### src/core/bnm_defs.vh
/*
  timing and geometry constants for the bytewide nonvolatile memory host port.
  assumes a 10 MHz system clock; times are in ns and cycle counts derive from them.
*/
`ifndef BNM_DEFS_VH
`define BNM_DEFS_VH

`define BNM_CLK_PERIOD_NS   100
`define BNM_ADDR_W          13
`define BNM_DATA_W          8
`define BNM_ROW_BYTES_LOG2  3
`define BNM_ACCESS_NS       70
`define BNM_PRECHARGE_NS    60
`define BNM_SETUP_NS        100
`define BNM_CS_LOW_MAX_NS   10000
// least times round up to whole cycles
`define BNM_ACCESS_CYC      ((`BNM_ACCESS_NS + `BNM_CLK_PERIOD_NS - 1) / `BNM_CLK_PERIOD_NS)
`define BNM_PRECHARGE_CYC   ((`BNM_PRECHARGE_NS + `BNM_CLK_PERIOD_NS - 1) / `BNM_CLK_PERIOD_NS)
`define BNM_SETUP_CYC       ((`BNM_SETUP_NS + `BNM_CLK_PERIOD_NS - 1) / `BNM_CLK_PERIOD_NS)
// longest time rounds down
`define BNM_CS_LOW_MAX_CYC  (`BNM_CS_LOW_MAX_NS / `BNM_CLK_PERIOD_NS)

`endif

### src/core/bnm_tcount.v
/*
  down counter used for the access and pre-charge intervals of the host port.
  assumes one clock and a synchronous load that wins over counting.
*/
`timescale 1ns/1ps
`default_nettype none
module bnm_tcount #(
  parameter W = 8
) (
  input  wire         clk_in,   // system clock
  input  wire         rstn_in,  // synchronised reset, active low
  input  wire         load_in,  // load a new count
  input  wire [W-1:0] val_in,   // count to load
  output reg          done_out  // count has run out
);
  reg [W-1:0] cnt_q;

  always @(posedge clk_in or negedge rstn_in)
  begin
    if (!rstn_in)
    begin
      cnt_q    <= {W{1'b0}};
      done_out <= 1'b1;
    end
    else if (load_in)
    begin
      cnt_q    <= val_in;
      done_out <= (val_in == {W{1'b0}});
    end
    else if (cnt_q != {W{1'b0}})
    begin
      cnt_q    <= cnt_q - {{(W-1){1'b0}}, 1'b1};
      done_out <= (cnt_q == {{(W-1){1'b0}}, 1'b1});
    end
  end
endmodule
`default_nettype wire

### src/core/bnm_host.v
/*
  host controller for a bytewide nonvolatile memory with an asynchronous sram style port.
  assumes a 10 MHz clock, synchronous user requests and a memory that latches its
  address on each falling chip select.
*/
// Summary of operation
// [RULE1] every access starts with a falling chip select, one per access
// [RULE2] 8,192 bytes, each selected by a unique 13-bit address
// [RULE3] 1024 rows of 8 bytes; each access wears the whole row
// [RULE4] falling chip select latches address; cycle completes internally
// [RULE5] address changes after the latch are ignored until next fall
// [RULE6] memory drives read data only with output drive low after access time
// [RULE7] output drive high keeps the memory data bus undriven
// [RULE8] write strobe low at chip select fall makes the cycle a write
// [RULE9] write strobe falling later turns a read cycle into a write
// [RULE10] array write ends at first rising write strobe or chip select
// [RULE11] host holds write strobe and chip select low past access time
// [RULE12] host holds write data stable through setup before write end
// [RULE13] a write completes in its bus cycle; no polling needed
// [RULE14] written data is nonvolatile as soon as the write completes
// [RULE15] host raises chip select and keeps it high for the pre-charge time
// [RULE16] host never holds chip select low beyond its maximum low time
// [RULE17] host toggles chip select for every access, never tied low
// [RULE18] host keeps chip select high while supply is below minimum; code checks supply only at accept, an access under way keeps it low
// [RULE19] host keeps write strobe high during power up and power down; a write under way when supply drops keeps it low
// [RULE20] with chip select high the memory neither drives nor writes
`timescale 1ns/1ps
`include "bnm_defs.vh"
`default_nettype none
module bnm_host #(
  parameter AW         = `BNM_ADDR_W,
  parameter DW         = `BNM_DATA_W,
  parameter ACCESS_CYC = `BNM_ACCESS_CYC,
  parameter PRECH_CYC  = `BNM_PRECHARGE_CYC,
  parameter SETUP_CYC  = `BNM_SETUP_CYC
) (
  input  wire          clk_in,        // system clock, 10 MHz
  input  wire          rstn_in,       // async reset, active low
  input  wire          supply_ok_in,  // supply within range
  input  wire          req_in,        // request pulse or level
  input  wire          req_wr_in,     // 1 write, 0 read
  input  wire [AW-1:0] req_addr_in,   // byte address
  input  wire [DW-1:0] req_wdata_in,  // write data
  output reg           req_ready_out, // idle, request accepted next edge
  output reg           rd_valid_out,  // one-cycle read data strobe
  output reg  [DW-1:0] rd_data_out,   // read data
  output reg  [AW-1:0] address_bus_out, // memory address
  output reg           cs_n_out,      // chip select, active low
  output reg           we_n_out,      // write strobe, active low
  output reg           oe_n_out,      // output drive control, active low
  output reg  [DW-1:0] data_bus_out,  // data to memory
  output reg           data_bus_oe_out, // high while host drives data
  input  wire [DW-1:0] data_bus_in    // data from memory
);
  localparam [4:0] S_IDLE  = 5'h01;
  localparam [4:0] S_SEL   = 5'h02;
  localparam [4:0] S_ACC   = 5'h04;
  localparam [4:0] S_END   = 5'h08;
  localparam [4:0] S_PRECH = 5'h10;
  localparam       CW      = 8;
  // last cs low count before a forced end, so low time never passes the maximum
  localparam       CS_LIM  = `BNM_CS_LOW_MAX_CYC - 1;

  reg        rst_s1_q;
  reg        rst_s2_q;
  reg  [4:0] state_q;
  reg        wr_q;
  reg        ld;
  reg  [CW-1:0] ld_val;
  wire       t_done;
  wire       rstn = rst_s2_q;
  reg  [CW-1:0] cs_low_q;
  // cs low limit reached
  wire       cs_low_lim = (cs_low_q == CS_LIM[CW-1:0]);

  always @(posedge clk_in or negedge rstn_in)
  begin
    if (!rstn_in)
    begin
      rst_s1_q <= 1'b0;
      rst_s2_q <= 1'b0;
    end
    else
    begin
      rst_s1_q <= 1'b1;
      rst_s2_q <= rst_s1_q;
    end
  end

  bnm_tcount #(.W(CW)) u_tcount (
    .clk_in   (clk_in),
    .rstn_in  (rstn),
    .load_in  (ld),
    .val_in   (ld_val),
    .done_out (t_done)
  );

  // counts chip select low cycles; saturates at the limit
  always @(posedge clk_in or negedge rstn)
  begin
    if (!rstn)
    begin
      cs_low_q <= {CW{1'b0}};
    end
    else if (cs_n_out)
    begin
      cs_low_q <= {CW{1'b0}};
    end
    else if (!cs_low_lim)
    begin
      cs_low_q <= cs_low_q + {{(CW-1){1'b0}}, 1'b1};  // [RULE16]
    end
  end

  // timer loads on every state change into a timed state
  always @*
  begin
    ld     = 1'b0;
    ld_val = {CW{1'b0}};
    case (state_q)
      S_SEL:
      begin
        ld     = 1'b1;
        ld_val = (ACCESS_CYC > SETUP_CYC) ? ACCESS_CYC[CW-1:0] : SETUP_CYC[CW-1:0];
      end
      S_END:
      begin
        ld     = 1'b1;
        ld_val = PRECH_CYC[CW-1:0];
      end
      default:
      begin
        ld     = 1'b0;
        ld_val = {CW{1'b0}};
      end
    endcase
  end

  always @(posedge clk_in or negedge rstn)
  begin
    if (!rstn)
    begin
      state_q         <= S_IDLE;
      wr_q            <= 1'b0;
      req_ready_out   <= 1'b0;
      rd_valid_out    <= 1'b0;
      rd_data_out     <= {DW{1'b0}};
      address_bus_out <= {AW{1'b0}};
      cs_n_out        <= 1'b1;  // [RULE18]
      we_n_out        <= 1'b1;  // [RULE19]
      oe_n_out        <= 1'b1;
      data_bus_out    <= {DW{1'b0}};
      data_bus_oe_out <= 1'b0;
    end
    else
    begin
      rd_valid_out <= 1'b0;
      case (state_q)
        S_IDLE:
        begin
          cs_n_out      <= 1'b1;  // [RULE20]
          we_n_out      <= 1'b1;
          oe_n_out      <= 1'b1;
          // ready follows the supply so no cycle starts on a low supply
          req_ready_out <= supply_ok_in;
          if (req_in && req_ready_out && supply_ok_in)  // [RULE18]
          begin
            // address and strobe set up one cycle ahead of the chip select fall
            address_bus_out <= req_addr_in;  // [RULE2]
            wr_q            <= req_wr_in;
            we_n_out        <= ~req_wr_in;  // [RULE8]
            data_bus_out    <= req_wdata_in;
            data_bus_oe_out <= req_wr_in;
            req_ready_out   <= 1'b0;
            state_q         <= S_SEL;
          end
        end
        S_SEL:
        begin
          cs_n_out <= 1'b0;  // [RULE1] [RULE4] [RULE17]
          oe_n_out <= wr_q;  // [RULE6] [RULE7]
          state_q  <= S_ACC;
        end
        S_ACC:
        begin
          // strobes and data held until access and setup both met
          // a forced end at the low limit keeps the memory legal; read data is then stale
          if (t_done || cs_low_lim)  // [RULE11] [RULE12] [RULE16]
          begin
            if (!wr_q)
            begin
              rd_data_out  <= data_bus_in;
              rd_valid_out <= 1'b1;
            end
            cs_n_out <= 1'b1;  // [RULE10] [RULE15] [RULE16]
            we_n_out <= 1'b1;
            oe_n_out <= 1'b1;
            state_q  <= S_END;
          end
        end
        S_END:
        begin
          // data released one cycle after the strobes rise for hold
          data_bus_oe_out <= 1'b0;
          state_q         <= S_PRECH;
        end
        S_PRECH:
        begin
          // ready only after the full pre-charge
          if (t_done)  // [RULE15] [RULE13]
          begin
            req_ready_out <= supply_ok_in;
            state_q       <= S_IDLE;
          end
        end
        default:
        begin
          state_q <= S_IDLE;
        end
      endcase
    end
  end
endmodule
`default_nettype wire

### config.mk
export PLATFORM = sky130hd
export DESIGN_NAME = bnm_host
export DESIGN_NICKNAME = d
export VERILOG_FILES = /design/src/core/bnm_tcount.v /design/src/core/bnm_host.v
export VERILOG_INCLUDE_DIRS = /design/src /design/src/core
export SDC_FILE = /design/constraint.sdc
export NUM_CORES = 1
export LEC_CHECK = 0
export BUFFER_PORTS_ARGS = -buffer_cell sky130_fd_sc_hd__buf_2
export CAP_MARGIN = 20
export CORE_ASPECT_RATIO = 1.1
export CORE_MARGIN = 2
export CORE_UTILIZATION = 30
export DETAILED_ROUTE_END_ITERATION = 10
export GPL_TIMING_DRIVEN = 0
export PLACE_DENSITY = 0.6
export RECOVER_POWER = 100
export SETUP_SLACK_MARGIN = 0.3
export SLEW_MARGIN = 30
export SYNTH_ARGS = -nofsm -noshare
export SYNTH_HDL_FRONTEND = slang
export SYNTH_SLANG_ARGS = --single-unit
### constraint.sdc
create_clock -name clk_in -period 2.2 [get_ports clk_in]
set_input_delay 0 -clock clk_in [delete_from_list [all_inputs] [get_ports clk_in]]
set_output_delay 0 -clock clk_in [all_outputs]
set_load 0.03 [all_outputs]
Yosys cells after proc, flatten, opt, wreduce, memory -nomap -nowiden
Index checks and enable logic that the tools add are counted.
{"block": "classes", "add_sub_neg": 2, "n_eq_ne": 11, "n_reduce_logical": 18, "bitwise_logic": 2, "n_mux": 25}
{"operator": "$mux W8", "n": 4}
{"operator": "$pmux W5 S5", "n": 1}
{"operator": "$mux W5", "n": 3}
{"operator": "$mux W1", "n": 12}
{"operator": "$reduce_and A2 Y1", "n": 5}
{"operator": "$add A8 B1 Y8 const B", "n": 1}
{"operator": "$eq A8 B1 Y1 const B", "n": 1}
{"operator": "$eq A8 B7 Y1 const B", "n": 1}
{"operator": "$logic_not A8 Y1", "n": 1}
{"operator": "$reduce_bool A2 Y1", "n": 4}
{"operator": "$reduce_bool A8 Y1", "n": 1}
{"operator": "$sub A8 B1 Y8 const B", "n": 1}
{"operator": "$ne A2 B2 Y1 const B", "n": 3}
{"operator": "$pmux W1 S2", "n": 3}
{"operator": "$pmux W1 S3", "n": 2}
{"operator": "$reduce_and A3 Y1", "n": 2}
{"operator": "$eq A5 B1 Y1 const B", "n": 1}
{"operator": "$eq A5 B2 Y1 const B", "n": 1}
{"operator": "$eq A5 B3 Y1 const B", "n": 1}
{"operator": "$eq A5 B4 Y1 const B", "n": 1}
{"operator": "$eq A5 B5 Y1 const B", "n": 1}
{"operator": "$reduce_bool A3 Y1", "n": 1}
{"operator": "$logic_and A1 B1 Y1", "n": 2}
{"operator": "$ne A2 B1 Y1 const B", "n": 1}
{"operator": "3 further kinds", "n": 4}
{"block": "word_totals", "ff_bits": 60, "word_cells": 74, "out_inout_bits": 35}

Depth between registers and ports, before layout
Gate-level depths: netlist of the first run.
{"block": "depth", "word_depth": 5, "ltp_mapped": 6, "mapped_depth_nobuf": 6}

Modules after synthesis
From an unflattened synthesis of the first run, not the netlist that was laid out.
{"block": "unflattened", "hier_cells": 214, "area_unflattened_um2": 2620.0}
{"mod": "bnm_host", "n_inst": 1, "cells_each": 154, "area_per_inst_um2": 2060.7}
{"mod": "bnm_tcount", "n_inst": 1, "cells_each": 60, "area_per_inst_um2": 559.3}

Least setup slack after synthesis of the first run
No wires, ideal clock.
{"block": "synth_path", "path_type": "register to register", "from": "register u_tcount.cnt_q[0]", "to": "register u_tcount.cnt_q[0]", "t_required_ns": 2.079, "period_less_slack_ns": 1.812, "path_stages_with_launch": 7, "n_path_buf": 0, "path_slack_ns": 0.388, "arrival_time_ns": 1.691, "setup_ns": 0.121, "cell_sequence": "dfrtp_1 > inv_1 > ha_1 > or3b_2 > or2_2 > xnor2_1 > nand2b_1"}
{"block": "synth_via", "elab_chain_len": 3, "elab_cells_between_ends": 5, "cone_classes": "1 x add/sub; 2 x mux; 2 x reduce/logical"}
{"item": "start, declared", "line": "bnm_tcount.v:16", "source": "reg [W-1:0] cnt_q;"}
{"item": "start signal, assigned", "line": "bnm_tcount.v:22", "source": "cnt_q <= {W{1'b0}};"}
{"item": "start signal, assigned", "line": "bnm_tcount.v:27", "source": "cnt_q <= val_in;"}
{"item": "start signal, assigned", "line": "bnm_tcount.v:32", "source": "cnt_q <= cnt_q - {{(W-1){1'b0}}, 1'b1};"}
{"item": "$sub A8 B1 Y8", "line": "bnm_tcount.v:32"}
{"item": "$mux W8", "line": "bnm_tcount.v:30", "source": "else if (cnt_q != {W{1'b0}})"}
{"item": "$mux W8", "line": "bnm_tcount.v:25", "source": "else if (load_in)"}
Parallel ways exist; a longest one is shown, timed or not. The select of a mux whose other input is x is not followed.
A chain may end at the register's enable or synchronous reset.

Worst setup path after layout of the first run
{"block": "layout_path", "from": "register state_q[3]", "to": "register data_bus_out[0]"}
{"block": "layout_via", "elab_chain_len": 2}
{"item": "start, declared", "line": "bnm_host.v:66", "source": "reg [4:0] state_q;"}
{"item": "start signal, assigned", "line": "bnm_host.v:143", "source": "state_q <= S_IDLE;"}
{"item": "start signal, assigned", "line": "bnm_host.v:175", "source": "state_q <= S_SEL;"}
{"item": "start signal, assigned", "line": "bnm_host.v:182", "source": "state_q <= S_ACC;"}
{"item": "$eq A5 B1 Y1", "line": "bnm_host.v:158", "source": "case (state_q)"}
{"item": "$reduce_and A2 Y1 (no source line)"}
{"item": "end signal, assigned", "line": "bnm_host.v:152", "source": "data_bus_out <= {DW{1'b0}};"}
{"item": "end signal, assigned", "line": "bnm_host.v:172", "source": "data_bus_out <= req_wdata_in;"}
{"item": "end, declared", "line": "bnm_host.v:51", "source": "output reg [DW-1:0] data_bus_out,"}
Every way passes these cells.

==> results of run 1 <==
power groups by stage:
stage          registers [mW]  logic, mW  clock network (mW)
2_1_floorplan            2.13      0.637                   0
3_3_place_gp             1.69       1.47                   0
3_5_place_dp             1.69       1.51                   0
4_1_cts                  1.67       1.62                1.02
5_1_grt                  1.72       1.65                1.08
6_report                 1.67       1.52               0.991
flip-flops by register name, indices dropped and copies added (netlist names), 5 cells and up:
register         flops
data_bus_out         8
rd_data_out          8
address_bus_out     13
cs_low_q             8
u_tcount.cnt_q       8
state_q              5
cell families (layout without fill, tap and decap cells):
group                    Yosys count  count (layout)  synth area share
AND/OR/NAND/NOR                   69              70             0.151
flip-flops                        60              60             0.560
multiplexers                      34              34             0.140
AO/OA/AOI/OAI                     29              29            0.0656
buffers and inverters             14             138            0.0279
XOR/XNOR                          11              11            0.0358
adder cells (fa/ha/maj)            4               4            0.0186
other                              1               1           0.00139
critical path, cell delays in order (launching register included):
cell	delay (ns)
dfrtp_1	0.37
buf_6	0.14
or3_4	0.36
nor3_1	0.30
buf_12	0.18
buf_6	0.15
mux2_2	0.34
final timing paths:
check,start,endpoint,slack (ns),cells past startpoint
max,state_q[3]$_DFFE_PN0P_,data_bus_out[0]$_DFFE_PN0P_,0.24,6
min,rst_s1_q$_DFF_PN0_,rst_s2_q$_DFF_PN0_,0.35,0
max reg2reg,state_q[3]$_DFFE_PN0P_,data_bus_out[0]$_DFFE_PN0P_,0.24,6
min reg2reg,rst_s1_q$_DFF_PN0_,rst_s2_q$_DFF_PN0_,0.35,0
max in group asynchronous,rst_s2_q$_DFF_PN0_,oe_n_out$_DFFE_PN1P_,0.99,1
min in group asynchronous,rst_s2_q$_DFF_PN0_,u_tcount.cnt_q[4]$_DFFE_PN0P_,0.42,0
layout by cell type (no fill, tap or decap), drive strengths merged, types with 8 or more instances in the layout:
master	count
dfrtp	55
mux2	29
a21oi	9
nor2	21
clkbuf	53
o21ai	10
buf	41
nand2	8
dlygate4sd3	34
layer usage:
metal | part of all wire | routed length [um] | up-vias
li1 | - | - | 1024
met4 | 0.025 | 151 | 0
met3 | 0.044 | 262 | 13
met5 | 0 | 0 | -
met1 | 0.42 | 2520 | 1017
met2 | 0.51 | 3050 | 64
cell type report:
| cell class | instances | area, um^2 |
|---|---|---|
| multi-input cells | 149 | 1120 |
| clock buffers | 12 | 155 |
| plain buffers | 8 | 52.6 |
| inverters | 6 | 22.5 |
| fillers | 838 | 5030 |
| well taps | 114 | 143 |
| repair buffers | 108 | 707 |
| flip-flops and latches | 60 | 1510 |
| clock inverters | 4 | 47.5 |
Yosys cell counts (all sizes together) (2+ instances only):
| master | instances |
|---|---|
| xnor2 | 4 |
| dfstp | 5 |
| buf | 3 |
| dfrtp | 55 |
| mux2i | 5 |
| nand3b | 4 |
| mux2 | 29 |
| or4 | 2 |
| or3 | 4 |
| o21ai | 10 |
| nand3 | 6 |
| o211ai | 2 |
| or2 | 3 |
| nor4 | 3 |
| o21a | 2 |
| inv | 6 |
| a21oi | 9 |
| nand2 | 8 |
| nand2b | 7 |
| nor3 | 6 |
| ha | 4 |
| or3b | 2 |
| xor2 | 7 |
| clkbuf | 5 |
| nor2 | 21 |
per-stage QoR:
step           cells  setup WS [ns]  area, um^2  setup TNS, ns  utilization
2_1_floorplan    222          0.388        2690              0            -
3_3_place_gp     404         -0.316        3170         -16.67        0.361
3_5_place_dp     405          0.197        3200              0        0.364
4_1_cts          461          0.299        3840              0        0.437
5_1_grt          461          0.176        3760              0        0.428
6_report         461          0.237        3760              0        0.428
repair_timing:
item                                    in CTS  in global routing
hold endpoints to repair                    35                  0
gates cloned                                 1                  0
setup buffers                                5                  0
hold buffers                                34                  0
endpoints found under the setup margin      27                 13
resized for setup                            8                  3
pin swaps                                    3                  1
==> metrics.md, run 1 <==
| Metric | Value |
|---|---|
| Sequential area share after synthesis | 0.560 |
| First-pass GRT wire length | 9790 um |
| CP Class | register to register |
| EDFF count, synth | 0 |
| Overall Power | 4.18 mW |
| Synthesized instance count | 222 |
| Power share of the clock group | 0.237 |
| GR peak layer | met2 |
| Initial antenna violation count | 0 |
| Final hold viol count | 0 |
| Post-route ant nets | 0 |
| Clock Latency Late Sink | 0.33 ns |
| Pint | 2.59 mW |
| DP HPWL | 3900 um |
| Peak supply drop | 0.867 mV |
| GPL Wtd Cong | 0.768 |
| Endpoints failing setup | 0 |
| Number of library cell types mapped by synthesis | 41 |
| Via count | 2118 |
| Longest Clk Path Bufs | 2 |
| Max Cap Viol | 0 |
| Worst hold path type | register to register |
| Port buffer count | 68 |
| Logic gate share of total power | 0.363 |
| Avg Inst Size Synth | 12.1 um^2 |
| Fmax | 509 MHz |
| Vias in the first global route | 2070 |
| Routed WL | 5990 um |
| Root buf cell | clkbuf_8 |
| Pin count of the biggest net entering global routing | 35 |
| Core Box Area | 8780 um^2 |
| Final hold slack | 0.353 ns |
| Clk_skew | 0.00588 ns |
| CTS Buf Count | 9 |
| Final Max Slew Viols | 0 |
| RSZ-0062 raised after global routing | false |
| Status | finished clean |
| Leak Pwr | 1.58 nW |
| First DRT Iteration DRCs | 142 |
| Antenna fix cells | 0 |
| Share of cells above drive strength 1 | 0.280 |
| Initial Utilization | 0.306 |
| CP Max Fanout | 10 |
| Asr flop ratio synth | 1.00 |
| Largest area contributor in the netlist | dfrtp_1 |
| Seq cells post-synth | 60 |
| Met1 Use GR | 0.154 |
| CP arrival | 2.18 ns |
| NetSw | 1.59 mW |
| Area growth syn-to-layout | 39.6% |
| DR DRC count | 0 |
| Top post-synthesis cells by area | dfrtp_1 (51%), mux2_2 (12%), dfstp_2 (4.9%) |
| CP endpoint kind | register |
| Mapped Area | 2690 um^2 |
| Core Rows | 36 |
| Final Cycle Share | 0.892 |
| Layout Nets | 380 |
| Max H-tree Level | 3 |
| Drt wl/cell | 13.0 um |
| Tmin final | 1.96 ns |
| Die outline width | 94.3 um |
| Pwr dens | 1110 nW/um^2 |
| GRT met3 Usage | 0.0333 |
| Switching Share | 0.381 |
| TritonCTS sink count | 60 |
| Rel. slew slack | 0.318 |
| I/O pin total | 69 |
| Die height | 103 um |
| Yosys top cell area share | 0.511 |
| DRT Pass-1 Iters | 4 |
| Vias per inst | 4.59 |
| DIE AREA | 9750 um^2 |
| CTS tree | built |
| Yosys warnings | 0 |
| GRT Util Overall | 0.131 |
| GRT Residual Overflow | 0 |
| Syn_nets | 260 |
| Worst EP required | 2.42 ns |
| Worst setup SP type | register |
| Clock-pin slew of the registers on the worst-case setup and hold paths | 0.06 ns |
| Routing usage on met2 | 0.216 |
| Worst-Margin Slew | 1.02 ns |
| Flop pwr share | 0.400 |
| Top_reg_cell synth | dfrtp_1 |
Note: power is estimated with default switching activity, not from simulation.
==> run 2: changes to the inputs <==
Settings changed: ABC_AREA from default to 1, MAX_ROUTING_LAYER from default to met4.
==> run 2 against run 1 <==
Die area up 0.80%; global-route usage rose by 1.3 points; setup slack improved by 0.13 ns; count of clock-buffer cells in the layout rose by 2; via count increased by 13%; sequential share of layout area up 1.3 points; worst hold slack worse by 0.23 ns; final area is 3.1% lower; first-iteration DRC count is 9.2% higher; flip-flop and latch count unchanged; wire length barely moved; power shrank 1.8%; critical path type unchanged; highest routed layer unchanged.
==> metrics.md, run 2 <==
| Metric | Value |
|---|---|
| Number of library cell types mapped by synthesis | 31 (-24%) |
| Final Cycle Share | 0.832 (-0.0608) |
| Root buf cell | clkbuf_8 |
| Sequential area share after synthesis | 0.556 (-0.00465) |
| GPL Wtd Cong | 0.804 (+4.7%) |
| Yosys warnings | 0 (unchanged) |
| GRT Residual Overflow | 0 (unchanged) |
| Post-synth top cells | nand2_1 (107), dfrtp_1 (55), o21ai_0 (31) |
| Pin count of the biggest net entering global routing | 46 (+31%) |
| Mapped Area | 2710 um^2 (+0.84%) |
| Syn_nets | 349 (+34%) |
| Largest area contributor in the netlist | dfrtp_1 |
| Most common cell after layout, fill and taps aside | nand2_1 |
| Top_reg_cell synth | dfrtp_1 |
| DIE AREA | 9820 um^2 (+0.80%) |
| Synthesized instance count | 311 (+40%) |
| Filler cells | 910 (+8.6%) |
| CTS Hold Buffers Added | 34 (unchanged) |
| Setup bufs post-CTS | 0 (-5) |
| Max Cap Viol | 0 (unchanged) |
| Worst EP required | 2.48 ns (+0.06 ns) |
| Tmin final | 1.83 ns (-0.134 ns) |
| Peak supply drop | 0.582 mV (-33%) |
| CP Class | register to register |
| Layout Nets | 463 (+22%) |
| Port buffer count | 68 (unchanged) |
| Overall Power | 4.11 mW (-1.8%) |
| First DRT Iteration DRCs | 155 (+9.2%) |
| EDFF count, synth | 0 (unchanged) |
| Crit-path cells | inv_1, nor2_1, nand2_4, nor2_1, clkbuf_2, nand2_1, nand2_1 |
| Post-cts sizing count | 0 (-8) |
| Asr flop ratio synth | 1.00 (unchanged) |
| Final hold viol count | 0 (unchanged) |
| GRT Util Overall | 0.144 (+0.0129) |
| DRT Pass-1 Iters | 4 (unchanged) |
| CTS tree | built |
| Worst-Margin Slew | 0.646 ns (-0.376 ns) |
| Max reg flops | 13 (unchanged) |
| Worst hold path type | input port to register |
| Top reg by flops | address_bus_out |
| Rel. slew slack | 0.569 (+0.251) |
| Max H-tree Level | 3 (unchanged) |
| Drt wl/cell | 11.0 um (-15%) |
| Seq cells post-synth | 60 (unchanged) |
| Avg Inst Size Synth | 8.73 um^2 (-28%) |
| Longest Clk Path Bufs | 2 (unchanged) |
| CTS Buf Count | 9 (unchanged) |
| Post-route ant nets | 0 (unchanged) |
| Clock-pin slew of the registers on the worst-case setup and hold paths | 0.06 ns (about the same) |
| Vias in the first global route | 2473 (+19%) |
| Family with the most delay on the worst path | simple AND/OR/NAND/NOR gates |
| Initial Utilization | 0.307 (+0.000988) |
| Commonest non-fill, non-tap cells in the layout | nand2_1 (110), dfrtp_1 (55), clkbuf_1 (40) |
| DP Worst Slack | 0.709 ns (+0.512 ns) |
| Routed WL | 5990 um (about the same) |
| Yosys top cell area share | 0.507 (-0.00424) |
| Antenna fix cells | 0 (unchanged) |
| Leak Pwr | 1.77 nW (+12%) |
| DP HPWL | 4130 um (+6.0%) |
| Core Rows | 36 (unchanged) |
| Final Max Slew Viols | 0 (unchanged) |
| Worst Path Buf+Inv | 2 (-1) |
| Clk_skew | 0.0102 ns (+0.00433 ns) |
| Status | finished clean |
| CP max stage delay | 0.58 ns (+0.21 ns) |
| TritonCTS sink count | 60 (unchanged) |
| Endpoints failing setup | 0 (unchanged) |
| Most numerous cell in the Yosys netlist | nand2_1 |
| CP arrival | 2.11 ns (-0.07 ns) |
| Final setup margin | 0.371 ns (+0.134 ns) |
| Die height | 104 um (+0.40%) |
| Area growth syn-to-layout | 34.2% |
| Die outline width | 94.7 um (+0.40%) |
| I/O pin total | 69 (unchanged) |
| Top post-synthesis cells by area | dfrtp_1 (51%), nand2_1 (15%), o21ai_0 (5.7%) |
| Pwr dens | 1130 nW/um^2 (+1.3%) |
| RSZ-0062 raised after global routing | false |
| Initial antenna violation count | 0 (unchanged) |
| Share of cells above drive strength 1 | 0.156 (-0.124) |
| Vias per inst | 4.39 (-4.4%) |
| DR DRC count | 0 (unchanged) |
| Worst setup SP type | register |
| CP endpoint kind | register |
| First-pass GRT wire length | 11000 um (+12%) |
| Fmax | 547 MHz (+7.3%) |
| Critical-path top delay cell | dfstp_1 |
| Core Box Area | 8830 um^2 (+0.51%) |
| Clock Latency Late Sink | 0.34 ns (about the same) |
| Via count | 2390 (+13%) |
| CP Max Fanout | 10 (unchanged) |
[run 2: power by group]
group          internal, mW  switching [mW]
clock network         0.439           0.417
logic                 0.486            1.07
registers              1.46           0.234
[run 2: path summary, 6_finish.rpt]
check / from / to / slack (ns) / cells past startpoint
setup / recovery: state_q[0]$_DFFE_PN1P_ / address_bus_out[5]$_DFFE_PN0P_ / 0.37 / 7
hold / removal: req_in / state_q[0]$_DFFE_PN1P_ / 0.12 / 5
setup reg to reg: state_q[0]$_DFFE_PN1P_ / address_bus_out[5]$_DFFE_PN0P_ / 0.37 / 7
hold reg to reg: rst_s2_q$_DFF_PN0_ / data_bus_out[0]$_DFFE_PN0P_ / 0.27 / 0
max in group asynchronous: rst_s2_q$_DFF_PN0_ / oe_n_out$_DFFE_PN1P_ / 1.24 / 1
min in group asynchronous: rst_s2_q$_DFF_PN0_ / data_bus_out[0]$_DFFE_PN0P_ / 0.27 / 0
[run 2: layer usage]
metal / up-vias / share of wire / track usage
met4: 0 / 0.032 / 0.0787
met1: 1098 / 0.43 / 0.163
met3: 16 / 0.037 / 0.0342
li1: 1215 / - / -
met2: 61 / 0.50 / 0.233
met5: - / 0 / -
[run 2: cell families after synthesis]
kind of cell	after synthesis	synth area share
AOI/OAI and AO/OA	41	0.0784
xor gates and xnor gates	5	0.0161
adders and majority gates	4	0.0184
buffers and inverters	31	0.0516
DFF	60	0.556
other	1	0.00138
and+or+nand+nor	169	0.278
[run 2: cell type report]
type | count | area (um^2) | share of cell area
inverters | 25 | 98.8 | 0.0271
multi-input cells | 220 | 1030 | 0.282
repair buffers | 103 | 664 | 0.182
clock buffers | 14 | 153 | 0.0419
plain buffers | 6 | 35.0 | 0.00962
clock inverters | 2 | 12.5 | 0.00344
flip-flops and latches | 60 | 1510 | 0.414
well taps | 114 | 143 | 0.0392
[run 2: worst min-delay path, delay by kind of cell]
family,cells,cell delay (ns)
buf+inv,1,0.11
compound gates,1,0.11
simple gates,3,0.20
[run 2: through the flow]
step | hold WS, ns | instance area, um^2 | TNS [ns] | util | std cells
2_1_floorplan | -0.296 | 2710 | 0 | - | 311
3_3_place_gp | -0.214 | 3200 | -16.54 | 0.362 | 493
3_5_place_dp | -0.213 | 3230 | 0 | 0.366 | 494
4_1_cts | 0.103 | 3730 | 0 | 0.423 | 544
5_1_grt | 0.134 | 3640 | 0 | 0.412 | 544
6_report | 0.122 | 3640 | 0 | 0.412 | 544
